$ cat src/pkg/adcrt_params.svh
// register map, field positions, reset values and timing counts of the converter control block
`ifndef ADCRT_PARAMS_SVH
`define ADCRT_PARAMS_SVH

// ----------------------------------------------------------------
// register byte offsets
// ----------------------------------------------------------------
`define ADCRT_OFS_CTRL0   8'h00
`define ADCRT_OFS_CTRL1   8'h04
`define ADCRT_OFS_TRIG    8'h08
`define ADCRT_OFS_RES_HI  8'h0c
`define ADCRT_OFS_RES_LO  8'h10

// ----------------------------------------------------------------
// field positions
// ----------------------------------------------------------------
`define ADCRT_CTRL0_ENABLE   0
`define ADCRT_CTRL0_GO       1
`define ADCRT_CTRL1_JUSTIFY  7
`define ADCRT_CTRL1_CLK_HI   6
`define ADCRT_CTRL1_CLK_LO   4
`define ADCRT_CTRL1_NREF     2
`define ADCRT_CTRL1_PREF_HI  1
`define ADCRT_CTRL1_PREF_LO  0
`define ADCRT_TRIG_HI        4

// ----------------------------------------------------------------
// reset values and encodings
// ----------------------------------------------------------------
`define ADCRT_RST_CLK_SEL    3'h0
`define ADCRT_RST_PREF       2'h0
`define ADCRT_RST_TRIG       5'h00
`define ADCRT_PREF_SUPPLY    2'h0
`define ADCRT_PREF_RESERVED  2'h1
`define ADCRT_PREF_PIN       2'h2
`define ADCRT_PREF_FIXED     2'h3
`define ADCRT_TRIG_NONE      5'h00

// ----------------------------------------------------------------
// timing counts
// ----------------------------------------------------------------
`define ADCRT_CONV_CYCLES    8'h0c

`endif

$ cat src/pkg/adcrt_pkg.sv
// types shared by the converter control block
package adcrt_pkg;

   // conversion sequencer states, one-hot
   typedef enum logic [1:0] {
      ADCRT_IDLE = 2'b01,
      ADCRT_CONV = 2'b10
   } adcrt_state_e_t;

   // whole state of the top module
   typedef struct packed {
      logic           enable;
      logic           go;
      logic           justify;
      logic [2:0]     clk_sel;
      logic           nref;
      logic [1:0]     pref;
      logic [4:0]     trig;
      logic [9:0]     result;
      logic [7:0]     cnt;
      adcrt_state_e_t st;
      logic [31:0]    prdata;
      logic           pready;
      logic           pslverr;
      logic           neg_gnd;
      logic           neg_pin;
      logic           pos_supply;
      logic           pos_pin;
      logic           pos_fixed;
      logic           mux_connect;
      logic           conv_start;
   } adcrt_state_t;

   // whole state of the trigger selector
   typedef struct packed {
      logic prev;
      logic pulse;
   } adcrt_trig_state_t;

endpackage

$ cat src/rtl/adcrt_top.sv
// converter reference, clock and trigger configuration with APB register access
//
// The implementer's own choices: the address map and the APB slave port.
`timescale 1ns/1ps
`default_nettype none
`include "adcrt_params.svh"

module adcrt_top #(
   parameter int NUM_SRC = 18,
   parameter int ADDR_W  = 8
) (
   input  wire logic               clock,
   input  wire logic               rst_n,
   input  wire logic               ce,
   input  wire logic               psel,
   input  wire logic               penable,
   input  wire logic               pwrite,
   input  wire logic [ADDR_W-1:0]  paddr,
   input  wire logic [31:0]        pwdata,
   output logic      [31:0]        prdata,
   output logic                    pready,
   output logic                    pslverr,
   input  wire logic [NUM_SRC-1:0] trigger_sources,
   input  wire logic [9:0]         conversion_result_in,
   output logic                    neg_ref_to_ground,
   output logic                    neg_ref_to_pin,
   output logic                    pos_ref_to_supply,
   output logic                    pos_ref_to_pin,
   output logic                    pos_ref_to_fixed,
   output logic                    channel_mux_connect,
   output logic      [2:0]         conversion_clock_select,
   output logic                    conversion_start,
   output logic                    conversion_busy
);
   import adcrt_pkg::*;

   generate
      // the decode slices the low byte of the address, so at least eight bits are needed
      if (ADDR_W < 8 || ADDR_W > 32) begin : g_bad_addr
         $error("adcrt_top: ADDR_W out of range");
      end
   endgenerate

   // ----------------------------------------------------------------
   // register decode
   // ----------------------------------------------------------------
   function automatic logic [7:0] adcrt_idx(input logic [ADDR_W-1:0] a);
      adcrt_idx = a[7:0];
   endfunction

   function automatic logic adcrt_hit(input logic [ADDR_W-1:0] a);
      logic [7:0] i;
      i = adcrt_idx(a);
      adcrt_hit = (a[ADDR_W-1:0] == ADDR_W'(i)) &&
                  (i == `ADCRT_OFS_CTRL0 || i == `ADCRT_OFS_CTRL1 ||
                   i == `ADCRT_OFS_TRIG || i == `ADCRT_OFS_RES_HI ||
                   i == `ADCRT_OFS_RES_LO);
   endfunction

   function automatic logic [31:0] adcrt_read(input logic [ADDR_W-1:0] a,
                                              input adcrt_state_t  r);
      logic [7:0] v;
      v = 8'h00;
      unique case (adcrt_idx(a))
         `ADCRT_OFS_CTRL0:  v = {6'h00, r.go, r.enable};
         `ADCRT_OFS_CTRL1:  v = {r.justify, r.clk_sel, 1'b0, r.nref, r.pref};
         `ADCRT_OFS_TRIG:   v = {3'h0, r.trig};
         `ADCRT_OFS_RES_HI: v = r.justify ? {6'h00, r.result[9:8]} : r.result[9:2];
         `ADCRT_OFS_RES_LO: v = r.justify ? r.result[7:0] : {r.result[1:0], 6'h00};
         default:           v = 8'h00;
      endcase
      if (a[ADDR_W-1:0] != ADDR_W'(adcrt_idx(a))) begin
         v = 8'h00;
      end
      adcrt_read = {24'h000000, v};
   endfunction

   adcrt_state_t s;
   adcrt_state_t n;
   logic         trig_pulse;
   logic         acc;
   logic         wr;
   logic         sw_go_set;
   logic         sw_go_clr;
   logic         start;

   // ----------------------------------------------------------------
   // trigger source selection
   // ----------------------------------------------------------------
   adcrt_trig_sel #(
      .NUM_SRC (NUM_SRC)
   ) u_trig (
      .clock      (clock),
      .rst_n      (rst_n),
      .ce         (ce),
      .sel        (s.trig),
      .sources    (trigger_sources),
      .trig_pulse (trig_pulse)
   );

   // ----------------------------------------------------------------
   // next state
   // ----------------------------------------------------------------
   always_comb begin
      n            = s;
      n.pready     = 1'b0;
      n.pslverr    = 1'b0;
      n.conv_start = 1'b0;
      acc          = psel && penable && s.pready;
      wr           = acc && pwrite;
      sw_go_set    = 1'b0;
      sw_go_clr    = 1'b0;
      start        = 1'b0;
      // setup phase: answer is prepared so pready comes from a flop
      if (psel && !penable && !s.pready) begin
         n.pready  = 1'b1;
         n.pslverr = !adcrt_hit(paddr);
         n.prdata  = pwrite ? 32'h00000000 : adcrt_read(paddr, s);
      end
      // writes land only at the completing access edge
      if (wr && adcrt_hit(paddr)) begin
         unique case (adcrt_idx(paddr))
            `ADCRT_OFS_CTRL0: begin
               n.enable  = pwdata[`ADCRT_CTRL0_ENABLE];
               sw_go_set = pwdata[`ADCRT_CTRL0_GO];
               sw_go_clr = !pwdata[`ADCRT_CTRL0_GO];
            end
            `ADCRT_OFS_CTRL1: begin
               n.justify = pwdata[`ADCRT_CTRL1_JUSTIFY];
               n.clk_sel = pwdata[`ADCRT_CTRL1_CLK_HI:`ADCRT_CTRL1_CLK_LO];
               n.nref    = pwdata[`ADCRT_CTRL1_NREF];
               n.pref    = pwdata[`ADCRT_CTRL1_PREF_HI:`ADCRT_CTRL1_PREF_LO];
            end
            `ADCRT_OFS_TRIG: begin
               n.trig = pwdata[`ADCRT_TRIG_HI:0];
            end
            default: begin
               n.trig = n.trig;
            end
         endcase
      end
      // software go or selected peripheral flag edge starts a conversion
      start = n.enable && (sw_go_set ||
              (trig_pulse && s.trig != `ADCRT_TRIG_NONE));
      unique case (s.st)
         ADCRT_IDLE: begin
            if (start) begin
               n.st         = ADCRT_CONV;
               n.go         = 1'b1;
               n.cnt        = `ADCRT_CONV_CYCLES - 8'h01;
               n.conv_start = 1'b1;
            end else begin
               n.go = 1'b0;
            end
         end
         ADCRT_CONV: begin
            if (!n.enable || sw_go_clr) begin
               // disable or software clear aborts; result is kept
               n.st = ADCRT_IDLE;
               n.go = 1'b0;
            end else if (s.cnt == 8'h00) begin
               n.result = conversion_result_in;
               if (start) begin
                  // a new start in the completion cycle wins over the clear
                  n.cnt        = `ADCRT_CONV_CYCLES - 8'h01;
                  n.conv_start = 1'b1;
               end else begin
                  n.st = ADCRT_IDLE;
                  n.go = 1'b0;
               end
            end else begin
               n.cnt = s.cnt - 8'h01;
            end
         end
      endcase
      // mux connections follow the registered fields, all open when disabled
      n.neg_gnd     = n.enable && !n.nref;
      n.neg_pin     = n.enable && n.nref;
      n.pos_supply  = n.enable && n.pref == `ADCRT_PREF_SUPPLY;
      n.pos_pin     = n.enable && n.pref == `ADCRT_PREF_PIN;
      n.pos_fixed   = n.enable && n.pref == `ADCRT_PREF_FIXED;
      n.mux_connect = n.enable;
   end

   // ----------------------------------------------------------------
   // state register
   // ----------------------------------------------------------------
   always_ff @(posedge clock) begin
      if (!rst_n) begin
         s         <= '0;
         s.st      <= ADCRT_IDLE;
         s.clk_sel <= `ADCRT_RST_CLK_SEL;
         s.pref    <= `ADCRT_RST_PREF;
         s.trig    <= `ADCRT_RST_TRIG;
      end else if (ce) begin
         s <= n;
      end
   end

   // outputs straight from the state flops
   assign prdata                  = s.prdata;
   assign pready                  = s.pready;
   assign pslverr                 = s.pslverr;
   assign neg_ref_to_ground       = s.neg_gnd;
   assign neg_ref_to_pin          = s.neg_pin;
   assign pos_ref_to_supply       = s.pos_supply;
   assign pos_ref_to_pin          = s.pos_pin;
   assign pos_ref_to_fixed        = s.pos_fixed;
   assign channel_mux_connect     = s.mux_connect;
   assign conversion_clock_select = s.clk_sel;
   assign conversion_start        = s.conv_start;
   assign conversion_busy         = s.go;
endmodule

`default_nettype wire

$ cat src/rtl/adcrt_trig_sel.sv
// trigger source selector with rising-edge detection
`timescale 1ns/1ps
`default_nettype none
`include "adcrt_params.svh"

module adcrt_trig_sel #(
   parameter int NUM_SRC = 18
) (
   input  wire logic               clock,
   input  wire logic               rst_n,
   input  wire logic               ce,
   input  wire logic [4:0]         sel,
   input  wire logic [NUM_SRC-1:0] sources,
   output logic                    trig_pulse
);
   import adcrt_pkg::*;

   // a five-bit select reaches 32 codes at most; code 0 is never a source
   generate
      if (NUM_SRC < 2 || NUM_SRC > 32) begin : g_bad
         $error("adcrt_trig_sel: NUM_SRC out of range");
      end
   endgenerate

   adcrt_trig_state_t s;
   adcrt_trig_state_t n;
   logic              level;

   // pick the selected level; code 0 and codes past the list give no trigger
   always_comb begin
      level = 1'b0;
      if (sel != `ADCRT_TRIG_NONE && 32'(sel) < NUM_SRC) begin
         level = sources[sel];
      end
      n.prev  = level;
      n.pulse = level & ~s.prev;
   end

   // a select change may show one edge if the new source is already high
   always_ff @(posedge clock) begin
      if (!rst_n) begin
         s <= '0;
      end else if (ce) begin
         s <= n;
      end
   end

   assign trig_pulse = s.pulse;
endmodule

`default_nettype wire

$ cat config.mk
export PLATFORM = sky130hd
export DESIGN_NAME = adcrt_top
export DESIGN_NICKNAME = d
export VERILOG_FILES = /design/src/pkg/adcrt_pkg.sv /design/src/rtl/adcrt_top.sv /design/src/rtl/adcrt_trig_sel.sv
export VERILOG_INCLUDE_DIRS = /design/src /design/src/pkg
export SDC_FILE = /design/constraint.sdc
export NUM_CORES = 1
export LEC_CHECK = 0
export BUFFER_PORTS_ARGS = -buffer_cell sky130_fd_sc_hd__buf_2
export CELL_PAD_IN_SITES_DETAIL_PLACEMENT = 0
export CELL_PAD_IN_SITES_GLOBAL_PLACEMENT = 1
export CORE_ASPECT_RATIO = 0.5
export CORE_MARGIN = 3
export CORE_UTILIZATION = 37
export CTS_BUF_LIST = sky130_fd_sc_hd__clkbuf_8
export CTS_CLUSTER_DIAMETER = 200
export DETAILED_ROUTE_END_ITERATION = 16
export GPL_TIMING_DRIVEN = 0
export MAX_ROUTING_LAYER = met4
export PLACE_DENSITY_LB_ADDON = 0.1
export REMOVE_ABC_BUFFERS = 1
export SLEW_MARGIN = 30
export SYNTH_ARGS = -nofsm -noshare
export SYNTH_HDL_FRONTEND = slang
export SYNTH_SLANG_ARGS = --single-unit
$ cat constraint.sdc
create_clock -name clock -period 2.93 [get_ports clock]
set_clock_uncertainty 0.1 [all_clocks]
set_input_delay 0.1465 -clock clock [delete_from_list [all_inputs] [get_ports clock]]
set_output_delay 0.1465 -clock clock [all_outputs]
set_load 0.01 [all_outputs]
# Word-level counts from Yosys, hierarchy flattened
# Cells that the tools add are included.
# totals
input_bits	74
regBits	52
output_inout_bits	45
# op_classes
eq_ne	13
mux	33
bitwise_logic	3
order_cmp	2
add_sub_neg	1
reduce_logical	37
# op_table
operator	count
8-bit two-way mux	7
8-bit case mux with 5 select lines	1
10-bit case mux with 2 select lines	1
8-bit by 4-bit == test with 1-bit output (second input constant)	2
8-bit logical NOT	2
1-bit logical AND	14
1-bit two-way mux	14
4-bit AND reduction	3
10-bit two-way mux	1
3-bit != test (second input constant)	3
3-bit AND reduction	3
8-bit by 3-bit == test with 1-bit output (second input constant)	1
8-bit by 5-bit == test with 1-bit output (second input constant)	1
2-bit two-way mux	4
8-bit by 1-bit subtractor with 8-bit output (second input constant)	1
2-bit == test (second input constant)	3
1-bit logical NOT	6
1-bit logical OR	6
5-bit by 6-bit less-than comparator with 1-bit output (second input constant)	1
1-bit binary-select mux with 5-bit select	1
5-bit less-than comparator (second input constant)	1
5-bit two-way mux	1
5-bit nonzero test	1
2-bit != test (second input constant)	2
other kinds (7)	9

# Longest topological paths before layout
# depth
word_depth	13
ltp_mapped	8
depth_no_buf	8

# By module
# A second synthesis with hierarchy kept.
# hier_totals
hier_cells	375
hier_area_um2	3246.9
# by_module_without_submodules
mod	n_inst	area_per_inst_um2	seq_area_each_um2	cells_per_inst
adcrt_top	1	2962.8	1001.0	341
adcrt_trig_sel	1	284.0	40.0	34

# Least setup slack after synthesis
# No wires, ideal clock.
# synth_path
kind	register -> register
startpoint	register s[62] in the netlist's numbering
endpoint	register s[46] in the netlist's numbering
t_required_ns	2.711
arrival_time_ns	2.120
stages_incl_launch_ff	8
n_path_buf	1
setup_slack_ns	0.592
path_cell_list	dfxtp_1 > buf_2 > or4_2 > o21ai_1 > and2b_2 > o22ai_2 > o221a_4 > o221a_1
# synth_between
elab_chain_len	6
elab_cells_between_ends	7
classes_between	2 x eq/ne; 5 x reduce/logical
# synth_rtl
element	line_no	text
from (decl)	adcrt_top.sv:78	adcrt_state_t s;
from (signal assigned)	adcrt_top.sv:196	s <= n;
5-bit nonzero test (no source line) (*)	--	
1-bit logical AND (no source line) (*)	--	
1-bit logical OR (*)	adcrt_top.sv:143	start = n.enable && (sw_go_set ||
1-bit logical AND (*)	adcrt_top.sv:143	
3-bit != test (no source line) or 2-bit != test (tied branches)	--	
4-bit AND reduction (no source line) (*)	--	
# Mark *: on every way between the ends. The rest lies on a longest branch, timed or not.
# A chain may end at the register's enable or synchronous reset.

# Final worst setup path
# Same ends and word-level chain as after synthesis.

==> results.toml <==
[run_status]
status = "finished, final reports clean"

[pwr]
p_leak_nw = 1.46
p_int_w = 0.00102
pwr-share-clk_pct = 36.8
power.switching_w = 0.000330
peakVddDrop_uv = 164
power_frac_seq_pct = 52.9
sw_frac_of_total_pct = 24.4
power.density_nw_per_um2 = 376
power_frac_comb_pct = 10.4

[timing]
setup_viol = 0
rsz0062_at_grt = "false"
timing.fmax_ghz = 0.378
tightest_slew_ns = 0.790
whs_ns = 0.0480
period_needed_ns = 2.65
period_share_pct = 90.4
finalSetupTns_ns = 0
hold_viol = 0
maxSlewViolCount = 0
slew_headroom_pct = 47.0

[drt]
via_count = 2833
drc = 0
route.antenna.remaining_nets = 0
totalWireLength_um = 8450
drtIter0Drc = 185
routedWlPerCell_um = 16.0
drt-pass1-iter-count = 5
viasPerCell = 5.35

[finish]
multiInputGateArea_um2 = 1740
final_util_pct = 46.6
largest_register_ffs = 29
syn2layout_area_growth_pct = 16.4
layout-drive-gt1-share_pct = 25.6
fillers = 764
fin_nets = 497
stdcell_count = 530
num_antenna_cells = 0
seqCellArea_um2 = 1040
regMostFlops = "s"
post-route-cell-area_um2 = 3590

[synth]
ys.warnings.count = 0
yosys.area.top_type = "dfxtp_1"
synth_edf_count = 0
ys.flop_type = "dfxtp_1"
ys_async_sr_fraction_pct = 0
synthMostInstantiatedCell = "dfxtp_1"
avgSynthCellArea_um2 = 8.62
ys_ff_latch = 52
synth_area_leaders = "dfxtp_1 34%, buf_4 8.5%, mux2i_1 5.5%"
synth_top_area_share_pct = 33.7
netlist_area_um2 = 3090
synthCells = 358
synth.top_cells.by_count = "52 x dfxtp_1, 39 x nand2_1, 35 x buf_4, 27 x nor2_1, 19 x nand3_1"
yosysSeqAreaShare_pct = 33.7
ys_types = 66

[global_route]
grt_usage_pct = 18.2
grt_pass1_vias = 2646
grt.overflow.total = 0
grt_max_degree = 36
grt_first_pass_wirelength_um = 13500
grt_antenna_before_repair = 0

[critical_path]
worst-setup-path-type = "register to register"
slowest_stage = "or4_2"
slowest_delay_ns = 0.71
crit_path_end_kind = "register"
crit_path_max_fanout = 8
ff2ff_path_depth = 6
crit_chain = "or4_2, o21ai_1, and2b_2, o22ai_2, o221a_4, o221a_1"
worst_ep_required_time_ns = 3.04
crit_arrival_ns = 2.76
r2r_end = "s[46]"
r2r-start = "s[62]"
crit_path_start_kind = "register"
reg2reg_slack_ns = 0.28

[die]
initial_utilization_pct = 40.0
dieArea_um2 = 9540
coreArea_um2 = 7710
rows = 22
die_w_um = 135
fp.dieH_um = 70.6
ios = 119

[clocking]
cts_buffers = 5
clk_root_buffer_cell = "clkbuf_8"
tritoncts = "done"
clk_pin_slew_worst_paths_ns = 0.10
clock_sinks = 52
clk_latency_ns = 0.32
cts_buffer_depth = 2
cts_max_level = 2

[min_path]
min_from = "penable"
hold_path_end = "prdata[4]"
hold_depth = 3
min_path_type = "input port to register"

[placed_design]
place_inst = 506
io_buffers = 70
dp_hpwl_um = 6290
placed_area_um2 = 3310
gp_congestion = 0.809

[flow_run]
cap_violations = 0
## per-stage QoR
step / power, W / setup slack (ns)
after global routing: 0.00141 / 0.117
after detailed placement: 0.000853 / 0.269
after floorplan: 0.000785 / 0.590
after CTS: 0.00136 / 0.256
final: 0.00135 / 0.281
after global placement: 0.000849 / -0.355
## cell usage in the layout, fill, tap and decap left out, drive strengths merged, types with 4 or more instances in the layout
| cell type | instances |
|---|---|
| nor4 | 6 |
| nor3 | 8 |
| o22ai | 11 |
| a22o | 4 |
| o21a | 6 |
| conb | 24 |
| inv | 13 |
| a21oi | 15 |
| clkbuf | 5 |
| nand2 | 39 |
| mux4 | 6 |
| dfxtp | 52 |
| o21ai | 10 |
| nor2 | 27 |
| buf | 71 |
| dlygate4sd3 | 16 |
| nand3 | 19 |
| a31oi | 8 |
| nand4 | 5 |
| mux2i | 17 |
| and2 | 4 |
## power by group through the flow
stage | logic [W] | clock network (W) | registers [W]
4_1_cts | 0.000139 | 0.000512 | 0.000714
2_1_floorplan | 0.0000530 | 0 | 0.000732
6_report | 0.000140 | 0.000497 | 0.000714
3_5_place_dp | 0.000122 | 0 | 0.000731
3_3_place_gp | 0.000118 | 0 | 0.000730
5_1_grt | 0.000155 | 0.000537 | 0.000715
## cell families after synthesis
kind of cell / synth area share [%]
other: 0.121
AND/OR/NAND/NOR: 23.6
adder cells (fa/ha/maj): 0.811
buffers and inverters: 13.7
multiplexers: 10.4
flip-flops: 33.7
AO/OA/AOI/OAI: 17.8
## routing by layer
layer | track usage (%) | part of all wire, %
met1 | 25.0 | 49
met2 | 27.0 | 42
met3 | 4.62 | 8.0
met4 | 4.25 | 0.84
met5 | - | 0
## worst max-delay path: cells and delay by family, from the launching register on
kind | cells | cell delay (ns)
AOI/OAI and AO/OA | 4 | 1.07
DFF | 1 | 0.45
and+or+nand+nor | 2 | 0.92
## layout make-up
cell class | instances | share of cell area (%)
Multi-Input combinational cell | 262 | 48.4
Inverter | 13 | 1.39
Tap cell | 108 | 3.76
Sequential cell | 52 | 29.0
Clock inverter | 3 | 1.08
Timing Repair Buffer | 87 | 14.4
Clock buffer | 5 | 1.92
## how the worst max path moves through the flow
| stage | start | endpoint | depth (start not counted) |
|---|---|---|---|
| 5_1_grt | s[62] | s[46] | 6 |
| 6_report | s[62] | s[46] | 6 |
| 3_5_place_dp | s[62] | s[46] | 6 |
| 3_3_place_gp | ce | prdata[3] | 5 |
| 4_1_cts | s[62] | s[46] | 6 |
| 2_1_floorplan | pready | prdata[3] | 3 |
## repair_timing
| item | in CTS | in global routing |
|---|---|---|
| hold endpoints to repair | 17 | 0 |
| resized for setup | 0 | 0 |
| buffers inserted | 0 | 0 |
| hold buffers | 16 | 0 |
Note: power is estimated with default switching activity, not from simulation.
